==> src/common/odt_pkg.sv <==
// orientation debounce block: register map, field layout and angle tables
`default_nettype none
package odt_pkg;
  localparam int ORI_W = 4;
  localparam int ANG_W = 9;
  localparam int X10_W = 10;
  localparam int PL_W  = 11;
  localparam int NUM_EV = 2;
  // register indices; byte address is four times the index
  localparam logic [7:0] IDX_STATE    = 8'h28;
  localparam logic [7:0] IDX_SETUP    = 8'h29;
  localparam logic [7:0] IDX_SETTLE   = 8'h2a;
  localparam logic [7:0] IDX_BFTILT   = 8'h2b;
  localparam logic [7:0] IDX_TRIP     = 8'h2c;
  localparam logic [7:0] IDX_IRQ_STAT = 8'h30;
  localparam logic [7:0] IDX_IRQ_CLR  = 8'h31;
  localparam logic [7:0] IDX_IRQ_EN   = 8'h32;
  localparam logic [7:0] RST_SETUP    = 8'h80;
  localparam logic [7:0] RST_SETTLE   = 8'h00;
  localparam logic [7:0] RST_BFTILT   = 8'h44;
  localparam logic [7:0] RST_TRIP     = 8'h84;
  localparam logic [1:0] RST_IRQ_EN   = 2'h0;
  localparam int SETUP_MODE_BIT = 7;
  localparam int BF_LSB    = 6;
  localparam int ZLOCK_LSB = 0;
  localparam int THS_LSB   = 3;
  localparam int HYS_LSB   = 0;
  localparam int EV_CHANGE = 0;
  localparam int EV_FREEZE = 1;
  localparam logic [1:0] RESP_OKAY   = 2'h0;
  localparam logic [1:0] RESP_SLVERR = 2'h2;
  // back/front limits in degrees, shifted by one step per code
  localparam logic [ANG_W-1:0] BF_B2F_LO = 9'h050;
  localparam logic [ANG_W-1:0] BF_B2F_HI = 9'h118;
  localparam logic [ANG_W-1:0] BF_F2B_LO = 9'h064;
  localparam logic [ANG_W-1:0] BF_F2B_HI = 9'h104;
  localparam logic [ANG_W-1:0] BF_STEP   = 9'h005;
  // angles in tenths of a degree
  localparam logic [X10_W-1:0] ZMIN_X10 [8] = '{10'd136, 10'd171, 10'd207,
    10'd244, 10'd281, 10'd320, 10'd361, 10'd404};
  localparam logic [X10_W-1:0] ZMAX_X10 [8] = '{10'd145, 10'd182, 10'd220,
    10'd259, 10'd300, 10'd342, 10'd387, 10'd434};
  localparam logic [X10_W-1:0] THS_X10 [32] = '{10'd0, 10'd18, 10'd38,
    10'd59, 10'd81, 10'd105, 10'd130, 10'd156, 10'd184, 10'd214, 10'd244,
    10'd276, 10'd310, 10'd344, 10'd379, 10'd414, 10'd450, 10'd486, 10'd521,
    10'd556, 10'd590, 10'd624, 10'd656, 10'd686, 10'd716, 10'd744, 10'd770,
    10'd795, 10'd819, 10'd841, 10'd862, 10'd882};
  localparam logic [X10_W-1:0] HYS_X10 [8] = '{10'd0, 10'd40, 10'd70,
    10'd110, 10'd140, 10'd170, 10'd210, 10'd240};

  function automatic logic odt_reg_known(input logic [7:0] idx);
    return (idx >= IDX_STATE && idx <= IDX_TRIP) ||
           (idx >= IDX_IRQ_STAT && idx <= IDX_IRQ_EN);
  endfunction

  function automatic logic [ANG_W-1:0] odt_bf_shift(input logic [1:0] code);
    return ANG_W'(BF_STEP * code);
  endfunction
endpackage
`default_nettype wire

==> src/core/odt_axil_slave.sv <==
// AXI4-Lite slave front end of the orientation register file
`timescale 1ns/1ps
`default_nettype none
module odt_axil_slave #(
  parameter int ADDR_W = 12
) (
  input  wire logic              clk,
  input  wire logic              rst,
  input  wire logic [ADDR_W-1:0] awaddr,
  input  wire logic              awvalid,
  output logic                   awready,
  input  wire logic [31:0]       wdata,
  input  wire logic [3:0]        wstrb,
  input  wire logic              wvalid,
  output logic                   wready,
  output logic [1:0]             bresp,
  output logic                   bvalid,
  input  wire logic              bready,
  input  wire logic [ADDR_W-1:0] araddr,
  input  wire logic              arvalid,
  output logic                   arready,
  output logic [31:0]            rdata,
  output logic [1:0]             rresp,
  output logic                   rvalid,
  input  wire logic              rready,
  output logic                   wr_en,
  output logic [7:0]             wr_idx,
  output logic [7:0]             wr_data,
  output logic [7:0]             rd_idx,
  input  wire logic [31:0]       rd_word
);
  import odt_pkg::*;
  if (ADDR_W < 11) begin : g_bad_width
    $error("odt_axil_slave needs ADDR_W of at least 11");
  end
  logic              aw_have_r;
  logic              w_have_r;
  logic [ADDR_W-1:0] awaddr_r;
  logic [7:0]        wdata_r;
  logic              wlane_r;
  logic              ar_known;
  logic              aw_known;
  assign rd_idx   = araddr[9:2];
  assign ar_known = odt_reg_known(araddr[9:2]) && araddr[ADDR_W-1:10] == '0;
  assign aw_known = odt_reg_known(awaddr_r[9:2]) &&
                    awaddr_r[ADDR_W-1:10] == '0;

  always_ff @(posedge clk) begin
    if (rst) begin
      awready   <= 1'b1;
      wready    <= 1'b1;
      aw_have_r <= 1'b0;
      w_have_r  <= 1'b0;
      awaddr_r  <= '0;
      wdata_r   <= '0;
      wlane_r   <= 1'b0;
      bvalid    <= 1'b0;
      bresp     <= RESP_OKAY;
      wr_en     <= 1'b0;
      wr_idx    <= '0;
      wr_data   <= '0;
    end else begin
      wr_en <= 1'b0;
      if (awvalid && awready) begin
        awaddr_r  <= awaddr;
        aw_have_r <= 1'b1;
        awready   <= 1'b0;
      end
      if (wvalid && wready) begin
        wdata_r  <= wdata[7:0];
        wlane_r  <= wstrb[0];
        w_have_r <= 1'b1;
        wready   <= 1'b0;
      end
      if (aw_have_r && w_have_r && !bvalid) begin
        aw_have_r <= 1'b0;
        w_have_r  <= 1'b0;
        bvalid    <= 1'b1;
        bresp     <= aw_known ? RESP_OKAY : RESP_SLVERR;
        wr_en     <= aw_known && wlane_r;
        wr_idx    <= awaddr_r[9:2];
        wr_data   <= wdata_r;
      end
      if (bvalid && bready) begin
        bvalid  <= 1'b0;
        awready <= 1'b1;
        wready  <= 1'b1;
      end
    end
  end

  always_ff @(posedge clk) begin
    if (rst) begin
      arready <= 1'b1;
      rvalid  <= 1'b0;
      rdata   <= '0;
      rresp   <= RESP_OKAY;
    end else if (arvalid && arready) begin
      arready <= 1'b0;
      rvalid  <= 1'b1;
      rdata   <= ar_known ? rd_word : '0;
      rresp   <= ar_known ? RESP_OKAY : RESP_SLVERR;
    end else if (rvalid && rready) begin
      rvalid  <= 1'b0;
      arready <= 1'b1;
    end
  end
endmodule // odt_axil_slave
`default_nettype wire

==> src/core/odt_settle_counter.sv <==
// per-sample debounce counter that validates a new orientation
`timescale 1ns/1ps
`default_nettype none
module odt_settle_counter #(
  parameter int CNT_W = 8
) (
  input  wire logic                      clk,
  input  wire logic                      rst,
  input  wire logic                      tick,
  input  wire logic                      freeze,
  input  wire logic                      restart,
  input  wire logic                      clear_mode,
  input  wire logic [CNT_W-1:0]          settle,
  input  wire logic [odt_pkg::ORI_W-1:0] orient_now,
  output logic [CNT_W-1:0]               count,
  output logic [odt_pkg::ORI_W-1:0]      candidate,
  output logic [odt_pkg::ORI_W-1:0]      reported,
  output logic                           changed
);
  import odt_pkg::*;
  if (CNT_W < 1) begin : g_bad_width
    $error("odt_settle_counter needs CNT_W of at least 1");
  end
  logic             seen_r;
  logic [CNT_W-1:0] count_nxt;
  assign count_nxt = (&count) ? count : count + 1'b1;

  always_ff @(posedge clk) begin
    if (rst || restart) begin
      count     <= '0;
      candidate <= '0;
      reported  <= '0;
      seen_r    <= 1'b0;
      changed   <= 1'b0;
    end else begin
      changed <= 1'b0;
      if (tick && !freeze) begin
        if (orient_now != candidate) begin
          candidate <= orient_now;
          if (clear_mode) count <= '0;
          else if (count != '0) count <= count - 1'b1;
        end else begin
          count <= count_nxt;
          if (count_nxt >= settle && (!seen_r || candidate != reported))
          begin
            reported <= candidate;
            seen_r   <= 1'b1;
            changed  <= 1'b1;
          end
        end
      end
    end
  end
endmodule // odt_settle_counter
`default_nettype wire

==> src/core/odt_orient_core.sv <==
// orientation debounce and trip-angle configuration with register file
//
// Overview of operation
// - counter steps once per output sample period
// - flag only once the counter reaches the settle count
// - mode and wake/sleep changes clear counter
// - high acceleration freezes the counter
// - orientation change: decrement, or clear by mode
// - back/front field bits 7:6, reset 01
// - back/front Z transition angles per code
// - tilt lockout field bits 2:0, reset 28.1
// - lockout codes map to min/max angles
// - threshold bits 7:3, hysteresis 2:0, reset
// - trip angles are threshold plus/minus hysteresis
`timescale 1ns/1ps
`default_nettype none
module odt_orient_core #(
  parameter int ADDR_W = 12
) (
  input  wire logic                      clk,
  input  wire logic                      rst,
  input  wire logic [ADDR_W-1:0]         s_axi_awaddr,
  input  wire logic                      s_axi_awvalid,
  output logic                           s_axi_awready,
  input  wire logic [31:0]               s_axi_wdata,
  input  wire logic [3:0]                s_axi_wstrb,
  input  wire logic                      s_axi_wvalid,
  output logic                           s_axi_wready,
  output logic [1:0]                     s_axi_bresp,
  output logic                           s_axi_bvalid,
  input  wire logic                      s_axi_bready,
  input  wire logic [ADDR_W-1:0]         s_axi_araddr,
  input  wire logic                      s_axi_arvalid,
  output logic                           s_axi_arready,
  output logic [31:0]                    s_axi_rdata,
  output logic [1:0]                     s_axi_rresp,
  output logic                           s_axi_rvalid,
  input  wire logic                      s_axi_rready,
  input  wire logic                      sample_tick,
  input  wire logic                      device_active,
  input  wire logic                      wake_mode,
  input  wire logic                      high_accel,
  input  wire logic [odt_pkg::ORI_W-1:0] orient_now,
  output logic                           orientation_changed_flag,
  output logic                           irq,
  output logic [odt_pkg::ORI_W-1:0]      orient_state,
  output logic [odt_pkg::ANG_W-1:0]      b2f_low_deg,
  output logic [odt_pkg::ANG_W-1:0]      b2f_high_deg,
  output logic [odt_pkg::ANG_W-1:0]      f2b_low_deg,
  output logic [odt_pkg::ANG_W-1:0]      f2b_high_deg,
  output logic [odt_pkg::X10_W-1:0]      zlock_min_x10,
  output logic [odt_pkg::X10_W-1:0]      zlock_max_x10,
  output logic [odt_pkg::PL_W-1:0]       l2p_x10,
  output logic [odt_pkg::PL_W-1:0]       p2l_x10
);
  import odt_pkg::*;

  logic [7:0]        setup_r;
  logic [7:0]        settle_r;
  logic [7:0]        bftilt_r;
  logic [7:0]        trip_r;
  logic [NUM_EV-1:0] irq_stat_r;
  logic [NUM_EV-1:0] irq_stat_nxt;
  logic [NUM_EV-1:0] irq_en_r;
  logic [NUM_EV-1:0] irq_set;
  logic [NUM_EV-1:0] irq_clr;
  logic              active_q_r;
  logic              wake_q_r;
  logic              high_q_r;
  logic              restart_r;
  logic              wr_en;
  logic [7:0]        wr_idx;
  logic [7:0]        wr_data;
  logic [7:0]        rd_idx;
  logic [31:0]       rd_word;
  logic [7:0]        count_w;
  logic [ORI_W-1:0]  cand_w;
  logic [ORI_W-1:0]  reported_w;
  logic              changed_w;
  logic [1:0]        bf_code;
  logic [2:0]        zl_code;
  logic [4:0]        ths_code;
  logic [2:0]        hys_code;

  assign bf_code  = bftilt_r[BF_LSB +: 2];
  assign zl_code  = bftilt_r[ZLOCK_LSB +: 3];
  assign ths_code = trip_r[THS_LSB +: 5];
  assign hys_code = trip_r[HYS_LSB +: 3];

  odt_axil_slave #(
    .ADDR_W (ADDR_W)
  ) u_bus (
    .clk     (clk),
    .rst     (rst),
    .awaddr  (s_axi_awaddr),
    .awvalid (s_axi_awvalid),
    .awready (s_axi_awready),
    .wdata   (s_axi_wdata),
    .wstrb   (s_axi_wstrb),
    .wvalid  (s_axi_wvalid),
    .wready  (s_axi_wready),
    .bresp   (s_axi_bresp),
    .bvalid  (s_axi_bvalid),
    .bready  (s_axi_bready),
    .araddr  (s_axi_araddr),
    .arvalid (s_axi_arvalid),
    .arready (s_axi_arready),
    .rdata   (s_axi_rdata),
    .rresp   (s_axi_rresp),
    .rvalid  (s_axi_rvalid),
    .rready  (s_axi_rready),
    .wr_en   (wr_en),
    .wr_idx  (wr_idx),
    .wr_data (wr_data),
    .rd_idx  (rd_idx),
    .rd_word (rd_word)
  );

  // configuration registers
  always_ff @(posedge clk) begin
    if (rst) begin
      setup_r  <= RST_SETUP;
      settle_r <= RST_SETTLE;
      bftilt_r <= RST_BFTILT;
      trip_r   <= RST_TRIP;
      irq_en_r <= RST_IRQ_EN;
    end else if (wr_en) begin
      if (wr_idx == IDX_SETUP) setup_r <= wr_data;
      else if (wr_idx == IDX_SETTLE) settle_r <= wr_data;
      else if (wr_idx == IDX_BFTILT) bftilt_r <= wr_data;
      else if (wr_idx == IDX_TRIP) trip_r <= wr_data;
      else if (wr_idx == IDX_IRQ_EN) irq_en_r <= wr_data[NUM_EV-1:0];
    end
  end

  // the read-only state word comes straight from the debounce logic
  always_comb begin
    rd_word = '0;
    if (rd_idx == IDX_STATE) rd_word = 32'(reported_w);
    else if (rd_idx == IDX_SETUP) rd_word = 32'(setup_r);
    else if (rd_idx == IDX_SETTLE) rd_word = 32'(settle_r);
    else if (rd_idx == IDX_BFTILT) rd_word = 32'(bftilt_r);
    else if (rd_idx == IDX_TRIP) rd_word = 32'(trip_r);
    else if (rd_idx == IDX_IRQ_STAT) rd_word = 32'(irq_stat_r);
    else if (rd_idx == IDX_IRQ_EN) rd_word = 32'(irq_en_r);
  end

  // mode watch: any edge of active/standby or wake/sleep restarts
  always_ff @(posedge clk) begin
    if (rst) begin
      active_q_r <= 1'b0;
      wake_q_r   <= 1'b0;
      high_q_r   <= 1'b0;
      restart_r  <= 1'b0;
    end else begin
      active_q_r <= device_active;
      wake_q_r   <= wake_mode;
      high_q_r   <= high_accel;
      restart_r  <= (device_active ^ active_q_r) |
                    (wake_mode ^ wake_q_r);
    end
  end

  // restart beats freeze: a mode change always empties the counter
  odt_settle_counter #(
    .CNT_W (8)
  ) u_settle (
    .clk        (clk),
    .rst        (rst),
    .tick       (sample_tick),
    .freeze     (high_accel),
    .restart    (restart_r),
    .clear_mode (setup_r[SETUP_MODE_BIT]),
    .settle     (settle_r),
    .orient_now (orient_now),
    .count      (count_w),
    .candidate  (cand_w),
    .reported   (reported_w),
    .changed    (changed_w)
  );

  // sticky events; a set in the clear cycle wins
  always_comb begin
    irq_set = '0;
    irq_set[EV_CHANGE] = changed_w;
    irq_set[EV_FREEZE] = high_accel & ~high_q_r;
    irq_clr = (wr_en && wr_idx == IDX_IRQ_CLR) ? wr_data[NUM_EV-1:0] : '0;
    irq_stat_nxt = (irq_stat_r & ~irq_clr) | irq_set;
  end

  always_ff @(posedge clk) begin
    if (rst) begin
      irq_stat_r <= '0;
      irq <= 1'b0;
      orientation_changed_flag <= 1'b0;
      orient_state <= '0;
    end else begin
      irq_stat_r <= irq_stat_nxt;
      irq <= |(irq_stat_r & irq_en_r);
      orientation_changed_flag <= irq_stat_nxt[EV_CHANGE];
      orient_state <= reported_w;
    end
  end

  // decoded trip angles, registered so the detector sees clean levels
  always_ff @(posedge clk) begin
    if (rst) begin
      b2f_low_deg   <= '0;
      b2f_high_deg  <= '0;
      f2b_low_deg   <= '0;
      f2b_high_deg  <= '0;
      zlock_min_x10 <= '0;
      zlock_max_x10 <= '0;
      l2p_x10       <= '0;
      p2l_x10       <= '0;
    end else begin
      b2f_low_deg   <= BF_B2F_LO - odt_bf_shift(bf_code);
      b2f_high_deg  <= BF_B2F_HI + odt_bf_shift(bf_code);
      f2b_low_deg   <= BF_F2B_LO + odt_bf_shift(bf_code);
      f2b_high_deg  <= BF_F2B_HI - odt_bf_shift(bf_code);
      zlock_min_x10 <= ZMIN_X10[zl_code];
      zlock_max_x10 <= ZMAX_X10[zl_code];
      l2p_x10 <= PL_W'(THS_X10[ths_code]) + PL_W'(HYS_X10[hys_code]);
      // low thresholds would go negative; clamp at zero degrees
      if (THS_X10[ths_code] > HYS_X10[hys_code])
        p2l_x10 <= PL_W'(THS_X10[ths_code] - HYS_X10[hys_code]);
      else
        p2l_x10 <= '0;
    end
  end
endmodule // odt_orient_core
`default_nettype wire

==> config.mk <==
export PLATFORM = sky130hd
export DESIGN_NAME = odt_orient_core
export DESIGN_NICKNAME = d
export VERILOG_FILES = /design/src/common/odt_pkg.sv /design/src/core/odt_axil_slave.sv /design/src/core/odt_settle_counter.sv /design/src/core/odt_orient_core.sv
export SDC_FILE = /design/constraint.sdc
export NUM_CORES = 1
export LEC_CHECK = 0
export ABC_AREA = 1
export BUFFER_PORTS_ARGS = -buffer_cell sky130_fd_sc_hd__buf_4
export CAP_MARGIN = 20
export CORE_MARGIN = 1.5
export CORE_UTILIZATION = 25
export DETAILED_ROUTE_END_ITERATION = 16
export GPL_TIMING_DRIVEN = 0
export PLACE_DENSITY = 0.53
export SLEW_MARGIN = 20
export SYNTH_ARGS = -nofsm -noshare
export SYNTH_HDL_FRONTEND = slang
export SYNTH_SLANG_ARGS = --single-unit
==> constraint.sdc <==
create_clock -name clk -period 4.2 [get_ports clk]
set_input_delay 0 -clock clk [delete_from_list [all_inputs] [get_ports clk]]
set_output_delay 0 -clock clk [all_outputs]
set_load 0.05 [all_outputs]
**After elaboration in Yosys (flattened, before gate mapping)**

Memory sizes are Yosys's and may differ from the RTL's. A register that Yosys moved wholly into a read port is not among the register bits.
Cells that the tools add are included.

- Order comparisons: 12
- Bitwise operators: 20
- Add/sub/neg operators: 8
- Multiplexer cells: 24
- Reductions and logical operators: 43
- Eq/ne operators: 16
- Multiply operators: 1

Operator list:

| kind | number |
|---|---|
| $eq 8x6->1 const B | 13 |
| $mux 8 | 10 |
| $mux 10 | 4 |
| $ge 8x6->1 const B | 4 |
| $le 8x6->1 const B | 4 |
| $logic_and 1x1->1 | 17 |
| $add 10x10->11 | 1 |
| $sub 10x10->11 | 1 |
| $gt 10x10->1 | 1 |
| $mux 2 | 5 |
| $reduce_or 2->1 | 5 |
| $add 9x5->9 const A | 1 |
| $not 1->1 | 9 |
| $sub 9x5->9 const A | 1 |
| $add 7x5->8 const A | 1 |
| $add 8x1->8 const B | 1 |
| $ge 8x8->1 | 1 |
| $ne 4x4->1 | 2 |
| $not 3->4 | 2 |
| $reduce_and 8->1 | 1 |
| $reduce_bool 8->1 | 1 |
| $sub 7x5->8 const A | 1 |
| $sub 8x1->8 const B | 1 |
| $ge 6x6->1 const B | 1 |
| other kinds (21) | 36 |

- Memories: 4
- Output and inout bits: 125
- ROM bits: 560
- Register bits after elaboration: 203
- Logic and storage cells: 168

Memory list:

| name | words | width | rd ports | clocked after Yosys merged registers in | write ports | line | RTL |
|---|---|---|---|---|---|---|---|
| (no name shown) | 32 | 10 | 1 | 0 | 0 | odt_orient_core.sv:226 | `p2l_x10 <= PL_W'(THS_X10[ths_code] - HYS_X10[hys_code]);` |
| (no name shown) | 8 | 10 | 1 | 0 | 0 | odt_orient_core.sv:226 |  |
| (no name shown) | 8 | 10 | 1 | 1 | 0 | odt_orient_core.sv:222 | `zlock_max_x10 <= ZMAX_X10[zl_code];` |
| (no name shown) | 8 | 10 | 1 | 1 | 0 | odt_orient_core.sv:221 | `zlock_min_x10 <= ZMIN_X10[zl_code];` |

**Depth between registers and ports, before layout**

- Word-level depth: 9
- Mapped depth: 20
- Depth with buffers taken out: 20

**Modules after synthesis**

Synthesis repeated with hierarchy kept, for this count alone.

- Cell total of the unflattened synthesis: 1268
- Area, all modules: 9663.0 sq um

By module, submodules not included:

| module | times used | area an instance (sq um) | cells an instance |
|---|---|---|---|
| odt_orient_core | 1 | 5188.7 | 705 |
| odt_axil_slave | 1 | 2877.8 | 302 |
| odt_settle_counter | 1 | 1596.5 | 261 |

**Worst setup path after synthesis**

OpenSTA, ideal clock, no wires.

- Kind: reg-to-reg
- From: register trip_r[4]
- To: register p2l_x10[10] in the netlist's numbering
- Data required time: 4.084 ns
- Setup slack: 1.246 ns
- Data arrival time: 2.838 ns
- Period minus slack after synthesis: 2.954 ns
- Cell stages (with the launch flop): 21
- Buffers on the path: 0
- Cells stage by stage: dfxtp_1 > inv_1 > ha_1 > or2_2 > nand2_1 > nor2_1 > o32ai_1 > nand2_1 > nand2_1 > ha_1 > inv_1 > fa_1 > nand3_1 > nand2_1 > nand2_1 > nand2_1 > a21oi_2 > o21a_1 > nand2_1 > nand2_2 > nor2_1

- Longest elaborated chain between the ends: 7
- Elaborated cells on any way between the ends: 8
- Classes of those cells: add/sub: 1; order compare: 1; mux: 2; bitwise: 2; reduce/logical: 1; memory: 1

Ends and longest elaborated chain:

| element | line | RTL |
|---|---|---|
| start: declaration | odt_orient_core.sv:61 | `logic [7:0] trip_r;` |
| start signal: assignment | odt_orient_core.sv:131 | `else if (wr_idx == IDX_TRIP) trip_r <= wr_data;` |
| $not 5->6 (not written as such) * | odt_orient_core.sv:225, odt_orient_core.sv:226 |  |
| $mem_v2 32x10 * | - |  |
| $mux 10 (not written as such) * (2 in series) | odt_orient_core.sv:226 |  |
| $gt 10x10->1 | odt_orient_core.sv:225 | `if (THS_X10[ths_code] > HYS_X10[hys_code])` |
| $not 1->1 (no line) | - |  |
| $reduce_or 2->1 (no line) | - |  |
| end signal: assignment | odt_orient_core.sv:226 |  |
| end: declaration | odt_orient_core.sv:54 | `output logic [odt_pkg::PL_W-1:0] p2l_x10` |

Mark *: on every way between the ends. The rest lies on a longest branch, timed or not. The select of a mux whose other input is x is not followed.
A chain may end at the register's enable or synchronous reset.

**Worst setup path in the final report**

- From: register trip_r[4]
- To: register p2l_x10[3] in the netlist's numbering

Same word-level chain as after synthesis.

==> results.sh <==
export IMPL_postCtsSetupBuffers=0
export IMPL_netlist_instances=1120
export IMPL_start_util_pct=25.3
export IMPL_end_kind="register"
export IMPL_setup_tns_ns=0
export IMPL_grt_pass1_wl_um=38600
export IMPL_synth_edf_count=0
export IMPL_p_leak_nw=5.14
export IMPL_grt_setup_unrepaired="false"
export IMPL_yosysUniqueCellTypes=50
export IMPL_p_sw_share_pct=28.3
export IMPL_path_clk_slew_ns=0.07
export IMPL_yosys_area_top_type="dfxtp_1"
export IMPL_startpoint_type="register"
export IMPL_r2r_end="p2l_x10[3]"
export IMPL_drtPass1Iterations=5
export IMPL_power_frac_seq_pct=44.2
export IMPL_violations="negative hold slack"
export IMPL_cp_arrival_ns=3.88
export IMPL_cap_violations=0
export IMPL_hpwl_um=18500
export IMPL_layout_drive_gt1_share_pct=19.0
export IMPL_status="complete, but fails checks"
export IMPL_final_nets=1464
export IMPL_via_per_inst=4.30
export IMPL_timing_rr_start="trip_r[4]"
export IMPL_synth_top_flop_cell="dfxtp_1"
export IMPL_clk_latency_ns=0.44
export IMPL_cts_sinks=169
export IMPL_rrSetupSlack_ns=0.64
export IMPL_antennaDiodeCount=0
export IMPL_dieHeight_um=187
export IMPL_place_area_um2=10100
export IMPL_hold_viol=1
export IMPL_netlist_area_um2=8430
export IMPL_async_flop_share_pct=0
export IMPL_wirelength_um=24400
export IMPL_grt_max_degree=17
export IMPL_min_period_over_period_pct=84.8
export IMPL_cts_hold_buf=33
export IMPL_yosys_top_cells_count="169 x dfxtp_1, 152 x nand2_1, 148 x inv_1"
export IMPL_ys_ff_latch=169
export IMPL_worst_pin_slew_ns=0.802
export IMPL_final_cell_area_um2=11000
export IMPL_clk_path_buf_depth=2
export IMPL_die_w_um=187
export IMPL_maxSlewViolCount=0
export IMPL_holdPathEnd="high_q_r"
export IMPL_cts_max_level=4
export IMPL_syn_area_per_cell_um2=7.53
export IMPL_synth_warnings=0
export IMPL_drcViolationCount=0
export IMPL_antenna_found_initial=0
export IMPL_hold_start="rst"
export IMPL_port_buffers=132
export IMPL_drtAntennaViolNets=0
export IMPL_num_vias=7724
export IMPL_die_area_um2=34800
export IMPL_max_slew_margin_pct=46.5
export IMPL_clkPwrFrac_pct=42.4
export IMPL_critPathKind="reg2reg"
export IMPL_synth_top_area_share_pct=40.1
export IMPL_tritoncts="done"
export IMPL_switchingPower_mw=1.07
export IMPL_core_area_um2=33400
export IMPL_first_iter_violations=504
export IMPL_grt_pass1_vias=7230
export IMPL_cts_root_buf="clkbuf_16"
export IMPL_hold_path_class="in2reg"
export IMPL_area_growth_pct=30.7
export IMPL_clock_skew_ns=0.0157
export IMPL_fmax_mhz=281
export IMPL_yosysMostFrequentCell="dfxtp_1"
export IMPL_holdWs_ns=-0.0215
export IMPL_internal_power_mw=2.72
export IMPL_crit_start="trip_r[4]"
export IMPL_cp_max_fo=13
export IMPL_holdPathStages=2
export IMPL_p_comb_share_pct=13.4
export IMPL_yosysSeqAreaShare_pct=40.1
export IMPL_required_ns=4.52
export IMPL_row_count=67
export IMPL_wl_per_cell_um=13.6
export IMPL_reg2regPathDepth=20
export IMPL_gp_congestion=0.868
export IMPL_pin_count=200
export IMPL_ir_drop_uv=289
export IMPL_setup_violations=0
export IMPL_powerDensity_nw_per_um2=344
export IMPL_grt_ovfl_total=0
export IMPL_post_synth_main_area_contributors="dfxtp_1 40%, ha_1 7.3%, a21oi_1 7.2%"
export IMPL_track_usage_pct=14.0
export IMPL_period_minus_slack_ns=3.56
export IMPL_cts_repair_resized=0
export IMPL_cts_made_buffers=17
-- routing by layer --
layer	vias up	track usage, %	wire length, um
li1	3996	-	-
met5	-	0	0
met4	0	3.16	210
met1	3538	18.0	11200
met2	173	24.2	11900
met3	17	2.50	1070
-- worst max-delay path by stage --
stage	end	slack, ns
5_1_grt	p2l_x10[2]	0.23
2_1_floorplan	p2l_x10[10]	1.25
3_3_place_gp	p2l_x10[1]	0.65
3_5_place_dp	p2l_x10[3]	0.61
4_1_cts	p2l_x10[3]	0.59
6_report	p2l_x10[3]	0.64
-- sequential cells by signal, summed over array words and instances (netlist names), 8 cells and up --
name and count:
u_bus.rdata 8, u_bus.wr_data 8, u_bus.wr_idx 8, bftilt_r 8, setup_r 8, p2l_x10 11
u_settle.count 8, zlock_min_x10 9, settle_r 8, trip_r 8, zlock_max_x10 9, l2p_x10 11
u_bus.wdata_r 8, u_bus.awaddr_r 10
-- power groups by stage --
stage / Combinational, mW / Clock [mW] / Sequential [mW]
after global routing: 0.551 / 1.72 / 1.68
after detailed placement: 0.485 / 0 / 1.71
final: 0.508 / 1.61 / 1.68
after CTS: 0.511 / 1.65 / 1.68
after floorplan: 0.285 / 0 / 1.77
after global placement: 0.482 / 0 / 1.71
-- cell families after synthesis --
family,after synthesis,synth area share [%]
DFF,169,40.1
xor gates and xnor gates,20,2.08
adders and majority gates,51,7.75
AOI/OAI and AO/OA,286,18.6
other,1,0.0445
buffers and inverters,244,13.5
and+or+nand+nor,349,17.9
-- worst max-delay path, cell delays in order, from the launching register on --
cell and delay, ns:
dfxtp_1 0.47, inv_1 0.30, ha_1 0.28, or2_2 0.29, nand2_1 0.07, nor2_1 0.04, o32ai_1 0.10, nand2_1 0.08
nand2_1 0.12, ha_1 0.16, inv_1 0.07, fa_1 0.46, nand3_1 0.13, nand2_1 0.07, nand2_1 0.09, nand2_1 0.07
a21oi_2 0.16, o21a_1 0.16, nand2_1 0.09, nand2_2 0.17, nor2_1 0.06
-- cells in the final DEF (no fill, tap or decap), drive strengths merged, types with 2 or more instances in the layout --
| master | instances |
|---|---|
| clkbuf | 41 |
| fa | 2 |
| inv | 160 |
| nand4 | 12 |
| xnor2 | 4 |
| a21o | 2 |
| o22ai | 16 |
| xor2 | 16 |
| nand3 | 44 |
| a221oi | 2 |
| a211oi | 6 |
| a21oi | 125 |
| ha | 49 |
| dlygate4sd3 | 33 |
| clkinvlp | 3 |
| clkinv | 3 |
| conb | 35 |
| o21a | 5 |
| o211ai | 11 |
| nor2 | 114 |
| nand2 | 160 |
| dfxtp | 169 |
| bufinv | 2 |
| or2 | 2 |
| o21ai | 111 |
| nor3 | 14 |
| buf | 197 |
| a31oi | 2 |
-- final cells by class --
class                           count  area (um2)
Clock inverter                     12         139
Multi-Input combinational cell    741        4030
Inverter                          156         589
Clock buffer                       18         439
Sequential cell                   169        3380
Tap cell                          448         561
Buffer                             88         552
Timing Repair Buffer              165        1320
Fill cell                        3657       22300
-- stage by stage --
step	worst slack [ns]	utilization [%]	power, mW	std cells
after detailed placement	0.612	30.3	2.20	1734
after global placement	0.649	30.3	2.20	1734
after global routing	0.229	33.0	3.95	1797
after CTS	0.590	33.0	3.84	1797
after floorplan	1.25	-	2.06	1154
final	0.639	33.0	3.79	1797
Note: power is estimated with default switching activity, not from simulation.
